File: config.mk
export PLATFORM = sky130hd
export DESIGN_NAME = rpbm_matcher
export DESIGN_NICKNAME = d
export VERILOG_FILES = /design/src/hdl/rpbm_pkg.sv /design/src/hdl/rpbm_matcher.sv
export SDC_FILE = /design/constraint.sdc
export NUM_CORES = 1
export LEC_CHECK = 0
export ABC_AREA = 1
export BUFFER_PORTS_ARGS = -buffer_cell sky130_fd_sc_hd__buf_2
export CAP_MARGIN = 20
export CORE_MARGIN = 2
export CORE_UTILIZATION = 45
export CTS_CLUSTER_DIAMETER = 50
export DETAILED_ROUTE_END_ITERATION = 10
export PLACE_DENSITY = 0.71
export SYNTH_ARGS = -nofsm -noshare
export SYNTH_HDL_FRONTEND = slang
export SYNTH_SLANG_ARGS = --single-unit
File: constraint.sdc
create_clock -name hclk -period 2.2 [get_ports hclk]
set_clock_uncertainty 0.1 [all_clocks]
set_input_delay 0 -clock hclk [delete_from_list [all_inputs] [get_ports hclk]]
set_output_delay 0 -clock hclk [all_outputs]
set_load 0.1 [all_outputs]
File: src/hdl/rpbm_pkg.sv
package rpbm_pkg;
  localparam int RPBM_WORD_W = 36;
  localparam int RPBM_HALF_W = 18;
  localparam int RPBM_LANE_W = 9;
  localparam logic [7:0] RPBM_CFG_OFS = 8'h00;
  localparam logic [7:0] RPBM_STAT_OFS = 8'h04;
  localparam int RPBM_CFG_WM_BIT = 0;
  localparam int RPBM_CFG_SZ_BIT = 1;
  localparam int RPBM_CFG_BO_BIT = 2;
  localparam int RPBM_STAT_SUB_POS = 0;
  localparam int RPBM_STAT_MODE_POS = 2;
  localparam int RPBM_STAT_ACT_POS = 4;
  localparam logic [2:0] RPBM_CFG_RST = 3'h0;
  localparam logic [1:0] RPBM_SUB_RST = 2'h0;
  localparam logic [1:0] RPBM_SUB_WORD_LAST = 2'h1;
  localparam logic [1:0] RPBM_SUB_BYTE_LAST = 2'h3;
  localparam logic [2:0] RPBM_BEATS_WORD = 3'h2;
  localparam logic [2:0] RPBM_BEATS_BYTE = 3'h4;
  typedef enum logic [1:0] {RPBM_MD_LONG, RPBM_MD_WORD, RPBM_MD_BYTE} rpbm_mode_t;
  typedef struct packed {
    logic bo;
    logic sz;
    logic wm;
  } rpbm_cfg_t;
  typedef struct packed {
    logic sel;
    logic rd;
    logic adv;
  } rpbm_pin_t;
endpackage

File: src/hdl/rpbm_matcher.sv
// Behaviour
// - both selects low gives 36-bit mode
// - long mode moves all 36 bits
// - long mode has no per-byte selection
// - long mode ignores byte order select
// - match high, pick low gives 18-bit
// - word mode uses data lines 0-17
// - word little endian: low half first
// - word big endian: high half first
// - word transfer takes two or more cycles
// - each part lands in its own lane
// - sub-counter steps up little, down big
// - both selects high gives 9-bit mode
// - byte mode uses data lines 0-8
// - byte little endian: low byte first
// - byte big endian: high byte first
// - byte transfer takes four or more cycles
// - byte mode floats lines 9-35
//
// Local design decisions: the address map and the AHB-Lite slave port.
`timescale 1ns/1ps
`default_nettype none
module rpbm_matcher
  import rpbm_pkg::*;
(
  input wire logic hclk,
  input wire logic hresetn,
  input wire logic hsel,
  input wire logic [31:0] haddr,
  input wire logic [1:0] htrans,
  input wire logic hwrite,
  input wire logic [2:0] hsize,
  input wire logic [31:0] hwdata,
  input wire logic hready,
  output logic hreadyout,
  output logic [31:0] hrdata,
  output logic hresp,
  input wire logic port_sel,
  input wire logic port_rd,
  input wire logic count_advance_enable,
  input wire logic [RPBM_WORD_W-1:0] port_dq_in,
  output logic [RPBM_WORD_W-1:0] port_dq_out,
  output logic [RPBM_WORD_W-1:0] port_dq_oe_n,
  input wire logic [RPBM_WORD_W-1:0] mem_rdata,
  output logic [RPBM_WORD_W-1:0] mem_wdata,
  output logic mem_we,
  output logic mem_next
);
  function automatic rpbm_mode_t mode_of(input rpbm_cfg_t c);
    if (!c.wm) begin
      mode_of = RPBM_MD_LONG;
    end else if (c.sz) begin
      mode_of = RPBM_MD_BYTE;
    end else begin
      mode_of = RPBM_MD_WORD;
    end
  endfunction

  function automatic logic [1:0] sub_last(input rpbm_mode_t m);
    case (m)
      RPBM_MD_WORD: sub_last = RPBM_SUB_WORD_LAST;
      RPBM_MD_BYTE: sub_last = RPBM_SUB_BYTE_LAST;
      default: sub_last = RPBM_SUB_RST;
    endcase
  endfunction

  function automatic logic [RPBM_WORD_W-1:0] lane_get(input logic [RPBM_WORD_W-1:0] w,
      input rpbm_mode_t m, input logic [1:0] s);
    lane_get = w;
    case (m)
      RPBM_MD_WORD: lane_get = {18'h0, w[RPBM_HALF_W*s[0] +: RPBM_HALF_W]};
      RPBM_MD_BYTE: lane_get = {27'h0, w[RPBM_LANE_W*s +: RPBM_LANE_W]};
      default: lane_get = w;
    endcase
  endfunction

  function automatic logic [RPBM_WORD_W-1:0] lane_put(input logic [RPBM_WORD_W-1:0] w,
      input rpbm_mode_t m, input logic [1:0] s, input logic [RPBM_WORD_W-1:0] d);
    lane_put = w;
    case (m)
      RPBM_MD_WORD: lane_put[RPBM_HALF_W*s[0] +: RPBM_HALF_W] = d[RPBM_HALF_W-1:0];
      RPBM_MD_BYTE: lane_put[RPBM_LANE_W*s +: RPBM_LANE_W] = d[RPBM_LANE_W-1:0];
      default: lane_put = d;
    endcase
  endfunction

  // Pins come from the far side of the board, so both stages are kept apart.
  rpbm_pin_t pin_m_q, pin_q;
  logic [RPBM_WORD_W-1:0] din_m_q, din_q;
  always_ff @(posedge hclk or negedge hresetn) begin
    if (!hresetn) begin
      pin_m_q <= '0;
      pin_q <= '0;
      din_m_q <= '0;
      din_q <= '0;
    end else begin
      pin_m_q <= {port_sel, port_rd, count_advance_enable};
      pin_q <= pin_m_q;
      din_m_q <= port_dq_in;
      din_q <= din_m_q;
    end
  end

  rpbm_cfg_t cfg_q, cfg_d, act_q, act_d;
  logic wr_pend_q, wr_pend_d, ap;
  logic [7:0] wr_ofs_q, wr_ofs_d;
  logic [31:0] hrdata_d;
  logic [1:0] sub_q, sub_d, sub_start, sub_end;
  rpbm_mode_t mode_q, mode_d;
  logic [RPBM_WORD_W-1:0] dout_d, oe_n_d, wbuf_q, wbuf_d, mwd_d;
  logic we_d, next_d;
  logic [2:0] wbeats_q, wbeats_d;

  always_comb begin
    ap = hsel && htrans[1] && hready;
    wr_pend_d = ap && hwrite;
    wr_ofs_d = ap ? haddr[7:0] : wr_ofs_q;
    cfg_d = cfg_q;
    if (wr_pend_q && wr_ofs_q == RPBM_CFG_OFS) begin
      cfg_d = rpbm_cfg_t'(hwdata[2:0]);
    end
    hrdata_d = 32'h0;
    if (ap && !hwrite) begin
      if (haddr[7:0] == RPBM_CFG_OFS) begin
        hrdata_d[2:0] = cfg_q;
      end else if (haddr[7:0] == RPBM_STAT_OFS) begin
        hrdata_d[RPBM_STAT_SUB_POS +: 2] = sub_q;
        hrdata_d[RPBM_STAT_MODE_POS +: 2] = mode_q;
        hrdata_d[RPBM_STAT_ACT_POS +: 3] = act_q;
      end
    end
  end

  always_ff @(posedge hclk or negedge hresetn) begin
    if (!hresetn) begin
      wr_pend_q <= 1'b0;
      wr_ofs_q <= 8'h00;
      cfg_q <= rpbm_cfg_t'(RPBM_CFG_RST);
      hrdata <= 32'h0;
      hreadyout <= 1'b1;
      hresp <= 1'b0;
    end else begin
      wr_pend_q <= wr_pend_d;
      wr_ofs_q <= wr_ofs_d;
      cfg_q <= cfg_d;
      hrdata <= hrdata_d;
      hreadyout <= 1'b1;
      hresp <= 1'b0;
    end
  end

  always_comb begin
    sub_start = act_q.bo ? sub_last(mode_q) : RPBM_SUB_RST;
    sub_end = act_q.bo ? RPBM_SUB_RST : sub_last(mode_q);
    act_d = act_q;
    mode_d = mode_q;
    sub_d = sub_q;
    wbuf_d = wbuf_q;
    mwd_d = mem_wdata;
    we_d = 1'b0;
    next_d = 1'b0;
    dout_d = '0;
    oe_n_d = '1;
    wbeats_d = wbeats_q;
    // A new setting takes hold one cycle after its write and restarts the word.
    if (cfg_q != act_q) begin
      act_d = cfg_q;
      mode_d = mode_of(cfg_q);
      sub_d = (cfg_q.bo && cfg_q.wm) ? sub_last(mode_of(cfg_q)) : RPBM_SUB_RST;
      wbeats_d = 3'h0;
    end else if (pin_q.sel) begin
      if (mode_q == RPBM_MD_LONG) begin
        if (pin_q.rd) begin
          dout_d = mem_rdata;
          oe_n_d = '0;
        end else begin
          mwd_d = din_q;
          we_d = 1'b1;
        end
        next_d = pin_q.adv;
      end else begin
        if (pin_q.rd) begin
          dout_d = lane_get(mem_rdata, mode_q, sub_q);
          oe_n_d = (mode_q == RPBM_MD_BYTE) ? {27'h7ffffff, 9'h0}
              : {18'h3ffff, 18'h0};
        end else begin
          wbuf_d = lane_put(wbuf_q, mode_q, sub_q, din_q);
          wbeats_d = wbeats_q + 3'h1;
        end
        // Without count advance the sub-counter parks and the word never completes.
        if (pin_q.adv) begin
          if (sub_q == sub_end) begin
            sub_d = sub_start;
            next_d = 1'b1;
            if (!pin_q.rd) begin
              mwd_d = wbuf_d;
              we_d = 1'b1;
            end
          end else begin
            sub_d = act_q.bo ? sub_q - 2'h1 : sub_q + 2'h1;
          end
        end
      end
    end
    if (mem_we) begin
      wbeats_d = (pin_q.sel && !pin_q.rd && mode_q != RPBM_MD_LONG && cfg_q == act_q)
          ? 3'h1 : 3'h0;
    end
  end

  always_ff @(posedge hclk or negedge hresetn) begin
    if (!hresetn) begin
      act_q <= rpbm_cfg_t'(RPBM_CFG_RST);
      mode_q <= RPBM_MD_LONG;
      sub_q <= RPBM_SUB_RST;
      wbuf_q <= '0;
      mem_wdata <= '0;
      mem_we <= 1'b0;
      mem_next <= 1'b0;
      port_dq_out <= '0;
      port_dq_oe_n <= '1;
      wbeats_q <= 3'h0;
    end else begin
      act_q <= act_d;
      mode_q <= mode_d;
      sub_q <= sub_d;
      wbuf_q <= wbuf_d;
      mem_wdata <= mwd_d;
      mem_we <= we_d;
      mem_next <= next_d;
      port_dq_out <= dout_d;
      port_dq_oe_n <= oe_n_d;
      wbeats_q <= wbeats_d;
    end
  end

  logic stable, beat;
  assign stable = cfg_q == act_q;
  assign beat = stable && pin_q.sel;
endmodule
`default_nettype wire

; ---- Word-level counts from Yosys, hierarchy flattened
; Cells that the tools add are included.
[totals]
output_inout_bits = 144
regBits = 250
[op_classes]
n_reduce_logical = 17
multipliers = 2
bitwise = 2
shifts = 6
mux = 50
addsub = 4
eq_ne = 10
[op_table]
columns = cell, n
row1 = 36-bit two-way mux, 15
row2 = 36-bit one-hot mux with 2 select lines, 2
row3 = 36-bit bitwise mux, 2
row4 = 6-bit negator with 34-bit output, 2
row5 = 18-bit two-way mux, 2
row6 = "18-bit by 34-bit variable shift with 36-bit output, first input constant", 1
row7 = "9-bit by 34-bit variable shift with 36-bit output, first input constant", 1
row8 = 18-bit by 34-bit variable part select with 36-bit output, 1
row9 = 36-bit by 7-bit variable part select with 18-bit output, 1
row10 = 36-bit by 7-bit variable part select with 9-bit output, 1
row11 = 9-bit by 34-bit variable part select with 36-bit output, 1
row12 = 2-bit two-way mux, 12
row13 = 8-bit zero test, 2
row14 = 7-bit two-way mux, 2
row15 = 1-bit two-way mux, 11
row16 = "8-bit by 3-bit equality test with 1-bit output, second input constant", 1
row17 = 2-bit one-hot mux with 2 select lines, 2
row18 = 2-bit nonzero test, 4
row19 = 1-bit logical AND, 6
row20 = "4-bit by 2-bit multiplier with 6-bit output, first input constant", 1
row21 = "2-bit inequality test, second input constant", 3
row22 = 3-bit AND reduction, 2
row23 = 6-bit AND reduction, 1
row24 = "4-bit by 1-bit multiplier with 5-bit output, first input constant", 1
row25 = other kinds (11), 14

; ---- Depth between registers and ports, before layout
; Gate-level depths: netlist (run 1).
[depth]
word_depth = 10
ltp_mapped = 14
depth_no_buf = 13

; ---- Least setup slack after synthesis (run 1)
; No wires, ideal clock.
[synth_path]
path_kind = reg2reg
start = register sub_q[0]
end = register mem_wdata[27]
stages_incl_launch_ff = 12
path_buffers = 2
setup_time_ps = 120
arrival_ps = 1826
setup_slack_ps = 154
cell_sequence = dfrtp_1 -> buf_2 -> inv_1 -> buf_4 -> ha_1 -> inv_1 -> nand3_1 -> nor2_1 -> o31ai_1 -> nand2_1 -> nand2_1 -> nand2_1
[synth_between]
elab_chain_cells = 10
elab_cells_between_ends = 20
[synth_lines]
columns = item, line_no
row1 = from (decl), rpbm_matcher.sv:108  ; logic [1:0] sub_q, sub_d, sub_start, sub_end;
row2 = from (signal assigned), rpbm_matcher.sv:226  ; sub_q <= sub_d;
row3 = 4-bit by 1-bit multiplier with 5-bit output / 4-bit by 2-bit multiplier with 6-bit output (equally long branches), "rpbm_matcher.sv:81, rpbm_matcher.sv:82"
row4 = 6-bit negator with 34-bit output (on tied branches), "rpbm_matcher.sv:81, rpbm_matcher.sv:82"
row5 = 18-bit by 34-bit variable part select with 36-bit output (tied with other cells), rpbm_matcher.sv:81  ; RPBM_MD_WORD: lane_put[RPBM_HALF_W*s[0] +: RPBM_HALF_W] = d[RPBM_HALF_W-1:0];
row6 = 36-bit bitwise mux (on tied branches), "rpbm_matcher.sv:81, rpbm_matcher.sv:82"
row7 = 36-bit one-hot mux with 2 select lines, rpbm_matcher.sv:80  ; case (m)
row8 = 36-bit two-way mux, rpbm_matcher.sv:182  ; if (pin_q.rd) begin
row9 = 36-bit two-way mux, rpbm_matcher.sv:195  ; if (!pin_q.rd) begin
row10 = 36-bit two-way mux, rpbm_matcher.sv:192  ; if (sub_q == sub_end) begin
row11 = 36-bit two-way mux, rpbm_matcher.sv:191  ; if (pin_q.adv) begin
row12 = 36-bit two-way mux, rpbm_matcher.sv:172  ; if (mode_q == RPBM_MD_LONG) begin
row13 = to (signal assigned), rpbm_matcher.sv:228  ; mem_wdata <= mwd_d;
row14 = to (decl), rpbm_matcher.sv:45  ; output logic [RPBM_WORD_W-1:0] mem_wdata,
; Parallel ways exist; a longest one is shown, timed or not. The select of a mux whose other input is x is not followed.
; A chain may end at the register's enable or synchronous reset.

; ---- Worst setup path after layout (run 1)
[layout_path]
start = register mode_q[0]
end = register port_dq_out[0]
[layout_between]
elab_chain_cells = 6
elab_cells_between_ends = 8
[layout_lines]
columns = item, line_no
row1 = from (decl), rpbm_matcher.sv:109  ; rpbm_mode_t mode_q, mode_d;
row2 = from (signal assigned), rpbm_matcher.sv:225  ; mode_q <= mode_d;
row3 = 2-bit equality test / 2-bit by 1-bit equality test with 1-bit output (equally long branches), rpbm_matcher.sv:70  ; case (m)
row4 = 36-bit one-hot mux with 2 select lines, rpbm_matcher.sv:70
row5 = 36-bit two-way mux, rpbm_matcher.sv:182
row6 = 36-bit two-way mux (*), rpbm_matcher.sv:172
row7 = 36-bit two-way mux (*), rpbm_matcher.sv:171  ; end else if (pin_q.sel) begin
row8 = 36-bit two-way mux (*), rpbm_matcher.sv:166  ; if (cfg_q != act_q) begin
row9 = via dout_d[0], rpbm_matcher.sv:110  ; logic [RPBM_WORD_W-1:0] dout_d, oe_n_d, wbuf_q, wbuf_d, mwd_d;
row10 = to (signal assigned), rpbm_matcher.sv:231  ; port_dq_out <= dout_d;
row11 = to (decl), rpbm_matcher.sv:42  ; output logic [RPBM_WORD_W-1:0] port_dq_out,
; The timed path passes the listed nets; every way through them passes the cells marked *.

==> results of run 1 <==
==> through the flow <==
step / hold slack (ps) / cell area, sq um / total power [mW] / cells
4_1_cts: 0.850 / 13200 / 16.9 / 1766
2_1_floorplan: -396 / 10300 / 10.7 / 1201
5_1_grt: 12.3 / 13300 / 17.9 / 1766
3_3_place_gp: -94.7 / 11300 / 12.2 / 1621
3_5_place_dp: -89.3 / 11300 / 12.3 / 1621
6_report: 12.4 / 13300 / 17.0 / 1766
==> worst max-delay path by stage <==
| stage | start | endpoint | cells after the start |
|---|---|---|---|
| after floorplan | sub_q[0] | mem_wdata[27] | 11 |
| after global placement | mode_q[1] | port_dq_out[9] | 8 |
| after detailed placement | mode_q[0] | port_dq_out[9] | 8 |
| after CTS | mode_q[0] | mem_wdata[16] | 11 |
| after global routing | mode_q[1] | mem_wdata[21] | 11 |
| final | mode_q[0] | port_dq_out[0] | 7 |
==> per-layer routing <==
| metal | track usage (%) | up-vias | routed length [um] |
|---|---|---|---|
| met5 | 0 | - | 0 |
| met4 | 7.19 | 0 | 697 |
| met3 | 2.90 | 55 | 1840 |
| met2 | 36.9 | 403 | 12800 |
| met1 | 32.7 | 4193 | 12200 |
| li1 | - | 4284 | - |
==> what timing repair did <==
item | 4_1_cts | 5_1_grt
hold endpoints to repair | 311 | 0
gates resized for setup | 1 | 11
setup endpoints to repair | 9 | 59
hold buffers | 97 | 0
==> power breakdown <==
part / internal, mW / switching [mW] / total (mW) / leakage (nW)
Combinational: 1.84 / 5.49 / 7.33 / 3.63
Clock: 2.76 / 1.68 / 4.45 / 0.443
Sequential: 4.71 / 0.467 / 5.18 / 2.73
==> registers in the layout (all words and copies together) (netlist names), 2 cells and up <==
name          cells
din_q            36
wbuf_q           36
port_dq_oe_n      3
wr_ofs_q          8
hrdata            7
mem_wdata        36
act_q             3
pin_m_q           3
pin_q             3
mode_q            2
port_dq_out      36
din_m_q          36
sub_q             2
cfg_q             3
==> cell usage after synthesis (4+ instances only) <==
library cell,count
dfrtp_1,214
a32oi_1,9
o21ai_0,60
nand2_1,330
nand4_1,8
clkbuf_1,16
nand3_1,46
inv_1,100
nor2_1,95
buf_2,16
nor3_1,10
o21a_1,7
o21ai_1,7
inv_2,8
nand3_2,6
a211oi_1,12
o22ai_1,37
buf_6,7
ha_1,9
nor2_8,4
buf_4,71
o31ai_1,9
a21oi_1,55
==> final cells by class <==
| cell class | count | share of cell area, % |
|---|---|---|
| Sequential cell | 217 | 40.9 |
| Multi-Input combinational cell | 760 | 28.2 |
| Tap cell | 285 | 2.69 |
| Clock inverter | 10 | 1.17 |
| Inverter | 111 | 3.20 |
| Timing Repair Buffer | 345 | 18.1 |
| Clock buffer | 38 | 5.70 |
==> logic make-up (layout without fill, tap and decap cells) <==
| kind of cell | after synthesis | in the layout | share of synthesized area [%] |
|---|---|---|---|
| buffers and inverters | 224 | 504 | 11.7 |
| and+or+nand+nor | 517 | 517 | 21.8 |
| other | 2 | 27 | 0.0733 |
| adders and majority gates | 9 | 9 | 1.10 |
| xor gates and xnor gates | 3 | 3 | 0.330 |
| DFF | 217 | 217 | 53.0 |
| muxes | 3 | 3 | 0.330 |
| AOI/OAI and AO/OA | 201 | 201 | 11.6 |
==> impl_metrics.ini, run 1 <==
[place]
gp_congestion = 0.953
pre_cts_ws_ps = 5.17
dp.final_hpwl_um = 18500
io_buffers = 208

[detailed_routing]
drt-total-wl_um = 27500
dr_total_vias = 8935
wire_per_inst_um = 15.6
via_per_inst = 5.06
drcViolationCount = 0
ant_nets = 0
drt_iter0_drc = 930
drt_first_pass_iters = 7

[pwr]
power.ir.vdd_worst_uv = 875
p_leak_nw = 6.80
power_density_nw_per_um2 = 1280

[synthesis]
yosys.area.top_type = dfrtp_1
synthFlopType = dfrtp_1
netlist.area_leader.share_pct = 52.3
synth_cell_type_count = 47
synth_area_leaders = dfrtp_1 (52%), nand2_1 (12%), buf_4 (5.2%)
syn_avg_cell_area_sq_um = 8.71
async_flop_share_pct = 100
synthCells = 1176
ys_ff_latch = 217
synth_area_sq_um = 10200
ys_warn_count = 0
synth-edff-count = 0
synth.yosys.seq_area_share_pct = 53.0

[critical_path]
critPathSlowestCell = dfrtp_1
critPathLaunchType = flip-flop
r2r_slack_ps = 150
crit_buf_inv = 2
reg2reg_depth = 7
critical-path-top-delay-family = compound AO/OA/AOI/OAI gates
slowest_delay_ps = 420
worstReg2RegEnd = port_dq_out[0]
required_ps = 2520
reg2reg_from = mode_q[0]
critPathMaxFanout = 8
cp_cell_sequence = inv_2 -> ha_2 -> buf_4 -> nand3_1 -> o22ai_1 -> o21ai_0 -> a21oi_1
crit_type = flip-flop to flip-flop
cp.arrival_ps = 2370
critPathCaptureType = flip-flop

[cells_and_area]
syn_to_final_growth_pct = 29.6
nets = 1619
final_cell_mix = nand2_1 (330), dfrtp_1 (214), buf_2 (207)
num_antenna_cells = 0
post-route-util_pct = 59.0
ff_latch_area_sq_um = 5430
layout_commonest_cell = nand2_1
multiInputGateArea_sq_um = 3740
drive_above_1_share_pct = 23.3
fillers = 1951

[min_path]
whs_endpoint = din_m_q[16]
hp-start = port_dq_in[16]
hp-class = primary input to flip-flop
hold_depth = 2

[clocking]
cts.clk_slew.worst_paths_ps = 60
clockBufferDepth = 3
cts-buffers-inserted = 26
clk_latency_ps = 520
cts-root-buf = clkbuf_16
post_cts_buffers = 0
htreeDepth = 1
cts_sinks = 217
cts_tree = yes

[floorplanning]
io-pin-count = 293
die_h_um = 155
num_rows = 55
core_area_sq_um = 22500
die_area_sq_um = 24000
die-width_um = 155
initial_core_util_pct = 45.5

[grt]
grt_overflow = 0
grt_pass1_vias = 8596
antenna_found_initial = 0
gr-usage-all-layers_pct = 22.9
grt_start_max_net_pins = 75
grt_pass1_wl_um = 44500

[sta]
fin_ws_ps = 151
hold_violations = 0
post-route-min-period_ps = 2050
min_period_over_period_pct = 93.1
worst_pin_slew_ps = 741
report.final.slew_viol_count = 0
rsz0062_at_grt = false
setup_viol_count_final = 0
slew_headroom_pct = 50.1
max_freq_ghz = 0.488
tns_ps = 0

[outcome]
status = completed

[flow_run]
maxCapViolCount = 0
Power figures use the tool's default switching activity.
==> inputs of run 2 (changes only) <==
==> constraint.sdc (replaced) <==
create_clock -name hclk -period 2.5 [get_ports hclk]
set_clock_uncertainty 0.1 [all_clocks]
set_input_delay 0 -clock hclk [delete_from_list [all_inputs] [get_ports hclk]]
set_output_delay 0 -clock hclk [all_outputs]
set_load 0.1 [all_outputs]
==> impl_metrics.ini, run 2 (synthesis gave the netlist of run 1 again) <==
[sta]
min_period_over_period_pct = 93.7
slew_headroom_pct = 33.7
setup_viol_count_final = 0
tns_ps = 0
rsz0062_at_grt = false
hold_violations = 0
worst_pin_slew_ps = 989
max_freq_ghz = 0.427
report.final.slew_viol_count = 0
post-route-min-period_ps = 2340

[grt]
antenna_found_initial = 1
grt_overflow = 0
gr-usage-all-layers_pct = 22.2
grt_pass1_wl_um = 43200
grt_pass1_vias = 8381
grt_start_max_net_pins = 57

[cells_and_area]
instances_no_fill = 1752
nets = 1605
layout_commonest_cell = nand2_1
drive_above_1_share_pct = 22.0
fillers = 1938
post-route-util_pct = 58.1
final_cell_mix = nand2_1 (330), dfrtp_1 (214), buf_2 (207)
syn_to_final_growth_pct = 27.7

[outcome]
status = completed

[critical_path]
critPathCaptureType = flip-flop
cp.arrival_ps = 2670
reg2reg_depth = 6
critPathMaxFanout = 9
critPathLaunchType = flip-flop
required_ps = 2830
crit_type = flip-flop to flip-flop

[place]
gp_congestion = 0.945
dp.final_hpwl_um = 18100
dp.cells = 1607
io_buffers = 208

[clocking]
post_cts_buffers = 0
cts-buffers-inserted = 26
htreeDepth = 1
cts_tree = yes
cts-root-buf = clkbuf_16
cts.clk_slew.worst_paths_ps = 60
clockBufferDepth = 3
cts_sinks = 217
clk_latency_ps = 520

[floorplanning]
initial_core_util_pct = 45.5
core_area_sq_um = 22500
die_h_um = 155
die-width_um = 155
io-pin-count = 293
num_rows = 55
die_area_sq_um = 24000

[detailed_routing]
ant_nets = 0
dr_total_vias = 8809
drt-total-wl_um = 26900
drt_first_pass_iters = 7
via_per_inst = 5.03
drcViolationCount = 0
wire_per_inst_um = 15.3
drt_iter0_drc = 677

[min_path]
hp-class = primary input to flip-flop
hold_depth = 2

[pwr]
power.ir.vdd_worst_uv = 953
power_density_nw_per_um2 = 1120
p_leak_nw = 6.72

[flow_run]
maxCapViolCount = 0
run 2: layer usage:
layer	track usage [%]	part of all wire (%)	vias to the layer above	wire (um)
met5	0	0	-	0
met1	30.9	44	4133	11900
li1	-	-	4251	-
met4	7.19	2.8	0	748
met2	35.9	46	367	12500
met3	3.29	6.5	58	1750
run 2: timing repair:
action / in CTS / in global routing
gates resized for setup: 0 / 0
hold buffers: 97 / 0
hold endpoints to repair: 309 / 0
run 2: final cells by class:
cell class	instances	area, sq um	share of cell area, %
diodes	1	2.50	0.0191
clock buffers	36	739	5.65
clock inverters	11	143	1.09
inverters	111	424	3.24
multi-input cells	760	3710	28.3
flip-flops and latches	217	5430	41.5
well taps	285	357	2.73
repair buffers	331	2280	17.4
run 2: worst paths after layout:
path                                     start               end  slack [ps]
worst max-delay path                 mode_q[0]    port_dq_out[0]         160
worst min-delay path            port_dq_in[25]       din_m_q[25]          10
worst max register to register       mode_q[0]    port_dq_out[0]         160
worst min register to register     din_m_q[14]         din_q[14]         240
max in group asynchronous              hresetn  port_dq_oe_n[17]        1160
min in group asynchronous              hresetn        pin_m_q[0]         460
run 2: power breakdown:
| group | leakage [nW] | switching (mW) | internal, mW |
|---|---|---|---|
| clock network | 0.428 | 1.43 | 2.38 |
| registers | 2.73 | 0.416 | 4.14 |
| logic | 3.56 | 4.76 | 1.48 |
run 2: worst max-delay path, cell delays in order, from the launching register on:
cell and delay [ps]:
dfrtp_1 400, inv_1 140, ha_1 270, inv_1 140, o31ai_2 810, nand2_1 170, a21oi_1 230
run 2: metrics by stage:
stage / worst slack, ps / power, mW / cell area [sq um] / hold WS, ps
2_1_floorplan: 454 / 9.43 / 10300 / -396
3_3_place_gp: 319 / 10.6 / 11200 / -68.3
3_5_place_dp: 281 / 10.6 / 11200 / -59.7
4_1_cts: 191 / 14.6 / 13100 / 0.0270
5_1_grt: 11.6 / 15.4 / 13100 / 3.72
6_report: 159 / 14.6 / 13100 / 11.1
==> inputs of run 3 (changes only) <==
--- a/config.mk
+++ b/config.mk
@@ -12,6 +12,7 @@
 export CORE_UTILIZATION = 45
 export CTS_CLUSTER_DIAMETER = 50
 export DETAILED_ROUTE_END_ITERATION = 10
+export HOLD_SLACK_MARGIN = 0.05
 export PLACE_DENSITY = 0.71
 export SYNTH_ARGS = -nofsm -noshare
 export SYNTH_HDL_FRONTEND = slang
==> impl_metrics.ini, run 3 (synthesis gave the netlist of run 1 again) <==
[place]
dp.cells = 1607
gp_congestion = 0.945
dp.final_hpwl_um = 18100
placed_area_sq_um = 11200
io_buffers = 208

[grt]
gr-usage-all-layers_pct = 22.6
antenna_found_initial = 0
grt_overflow = 0
grt_start_max_net_pins = 84
grt_busiest_layer = met2
grt_pass1_vias = 8634
grt_util_met2_pct = 37.2
grt_util_met3_pct = 3.40
grt_pass1_wl_um = 44100
grt_use_met1_pct = 31.0

[pwr]
clock_power_share_pct = 25.9
p_leak_nw = 6.89
power.ir.vdd_worst_uv = 740
power_switching_mw = 6.64
p_int_mw = 8.06
comb_power_share_pct = 43.0
pwr-share-seq_pct = 31.0
power_density_nw_per_um2 = 1090
p_sw_share_pct = 45.2

[clocking]
clockBufferDepth = 3
post_cts_buffers = 0
cts_sinks = 217
cts_tree = yes
htreeDepth = 1
cts-root-buf = clkbuf_16
clk_latency_ps = 520
cts-buffers-inserted = 26
cts.repair.resized = 0
holdBufCountCts = 137
cts.clk_slew.worst_paths_ps = 60

[floorplanning]
die_area_sq_um = 24000
die-width_um = 155
io-pin-count = 293
initial_core_util_pct = 45.5
die_h_um = 155
core_area_sq_um = 22500
num_rows = 55

[cells_and_area]
num_antenna_cells = 0
multiInputGateArea_sq_um = 3710
drive_above_1_share_pct = 21.3
layout_commonest_cell = nand2_1
fillers = 1897
instances_no_fill = 1792
final_cell_mix = nand2_1 (330), dfrtp_1 (214), buf_2 (207)
nets = 1646
syn_to_final_growth_pct = 31.6
ff_latch_area_sq_um = 5430
finish.instance_area_sq_um = 13500

[sta]
slew_headroom_pct = 32.0
max_freq_ghz = 0.423
hold_violations = 0
worst_pin_slew_ps = 1010
setup_viol_count_final = 0
tns_ps = 0
rsz0062_at_grt = false
report.final.slew_viol_count = 0
post-route-min-period_ps = 2370
min_period_over_period_pct = 94.6

[detailed_routing]
wire_per_inst_um = 15.3
drt-total-wl_um = 27500
dr_total_vias = 9023
via_per_inst = 5.04
drt_first_pass_iters = 7
drt_iter0_drc = 738
drcViolationCount = 0
ant_nets = 0

[critical_path]
crit_type = flip-flop to flip-flop
critPathMaxFanout = 9
critPathLaunchType = flip-flop
required_ps = 2830
cp.arrival_ps = 2690
critPathCaptureType = flip-flop

[flow_run]
maxCapViolCount = 0

[outcome]
status = completed

[min_path]
hp-class = primary input to flip-flop
[run 3: cell types whose count changed in the layout (fill, tap and decap cells not counted), sizes merged]
cell / change
dlygate4sd3: +42
diode: -1
buf: -1
[run 3: through the flow]
stage | util [%] | setup slack [ps] | hold WS (ps) | power [mW]
after CTS | 59.9 | 191 | 52.7 | 14.7
after global routing | 59.9 | 9.47 | 76.0 | 15.5
final | 59.9 | 134 | 85.9 | 14.7
after detailed placement | 49.9 | 281 | -59.7 | 10.6
after floorplan | - | 454 | -396 | 9.43
after global placement | 49.9 | 319 | -68.3 | 10.6
[run 3: metal layers]
metal / wire length [um] / vias to the layer above
met2: 12900 / 373
met4: 773 / 0
met5: 0 / -
met3: 1780 / 61
met1: 12000 / 4260
li1: - / 4329
[run 3: path summary, 6_finish.rpt]
check	start	end	slack, ps	depth (start not counted)
setup / recovery	mode_q[0]	port_dq_out[0]	130	6
hold / removal	port_dq_in[31]	din_m_q[31]	90	2
setup reg to reg	mode_q[0]	port_dq_out[0]	130	6
hold reg to reg	din_m_q[14]	din_q[14]	240	0
max in group asynchronous	hresetn	port_dq_oe_n[17]	1010	4
min in group asynchronous	hresetn	wr_ofs_q[7]	500	3
[run 3: final cells by class]
cell class | count | share of cell area (%)
Sequential cell | 217 | 40.3
Multi-Input combinational cell | 760 | 27.5
Timing Repair Buffer | 372 | 19.9
Clock buffer | 36 | 5.48
Inverter | 111 | 3.15
Tap cell | 285 | 2.64
Clock inverter | 11 | 1.06
[run 3: power groups by stage]
stage | clock [mW] | combinational, mW | sequential, mW
floorplan | 0 | 3.17 | 6.26
global placement | 0 | 5.98 | 4.58
detailed placement | 0 | 6.04 | 4.61
CTS | 3.87 | 6.26 | 4.55
global route | 4.05 | 6.81 | 4.64
finish | 3.81 | 6.32 | 4.56
[run 3: critical path, cell delays in order, from the launching register on]
cell and delay (ps):
dfrtp_1 400, inv_1 140, ha_1 260, inv_1 140
o31ai_2 830, nand2_1 180, a21oi_1 230
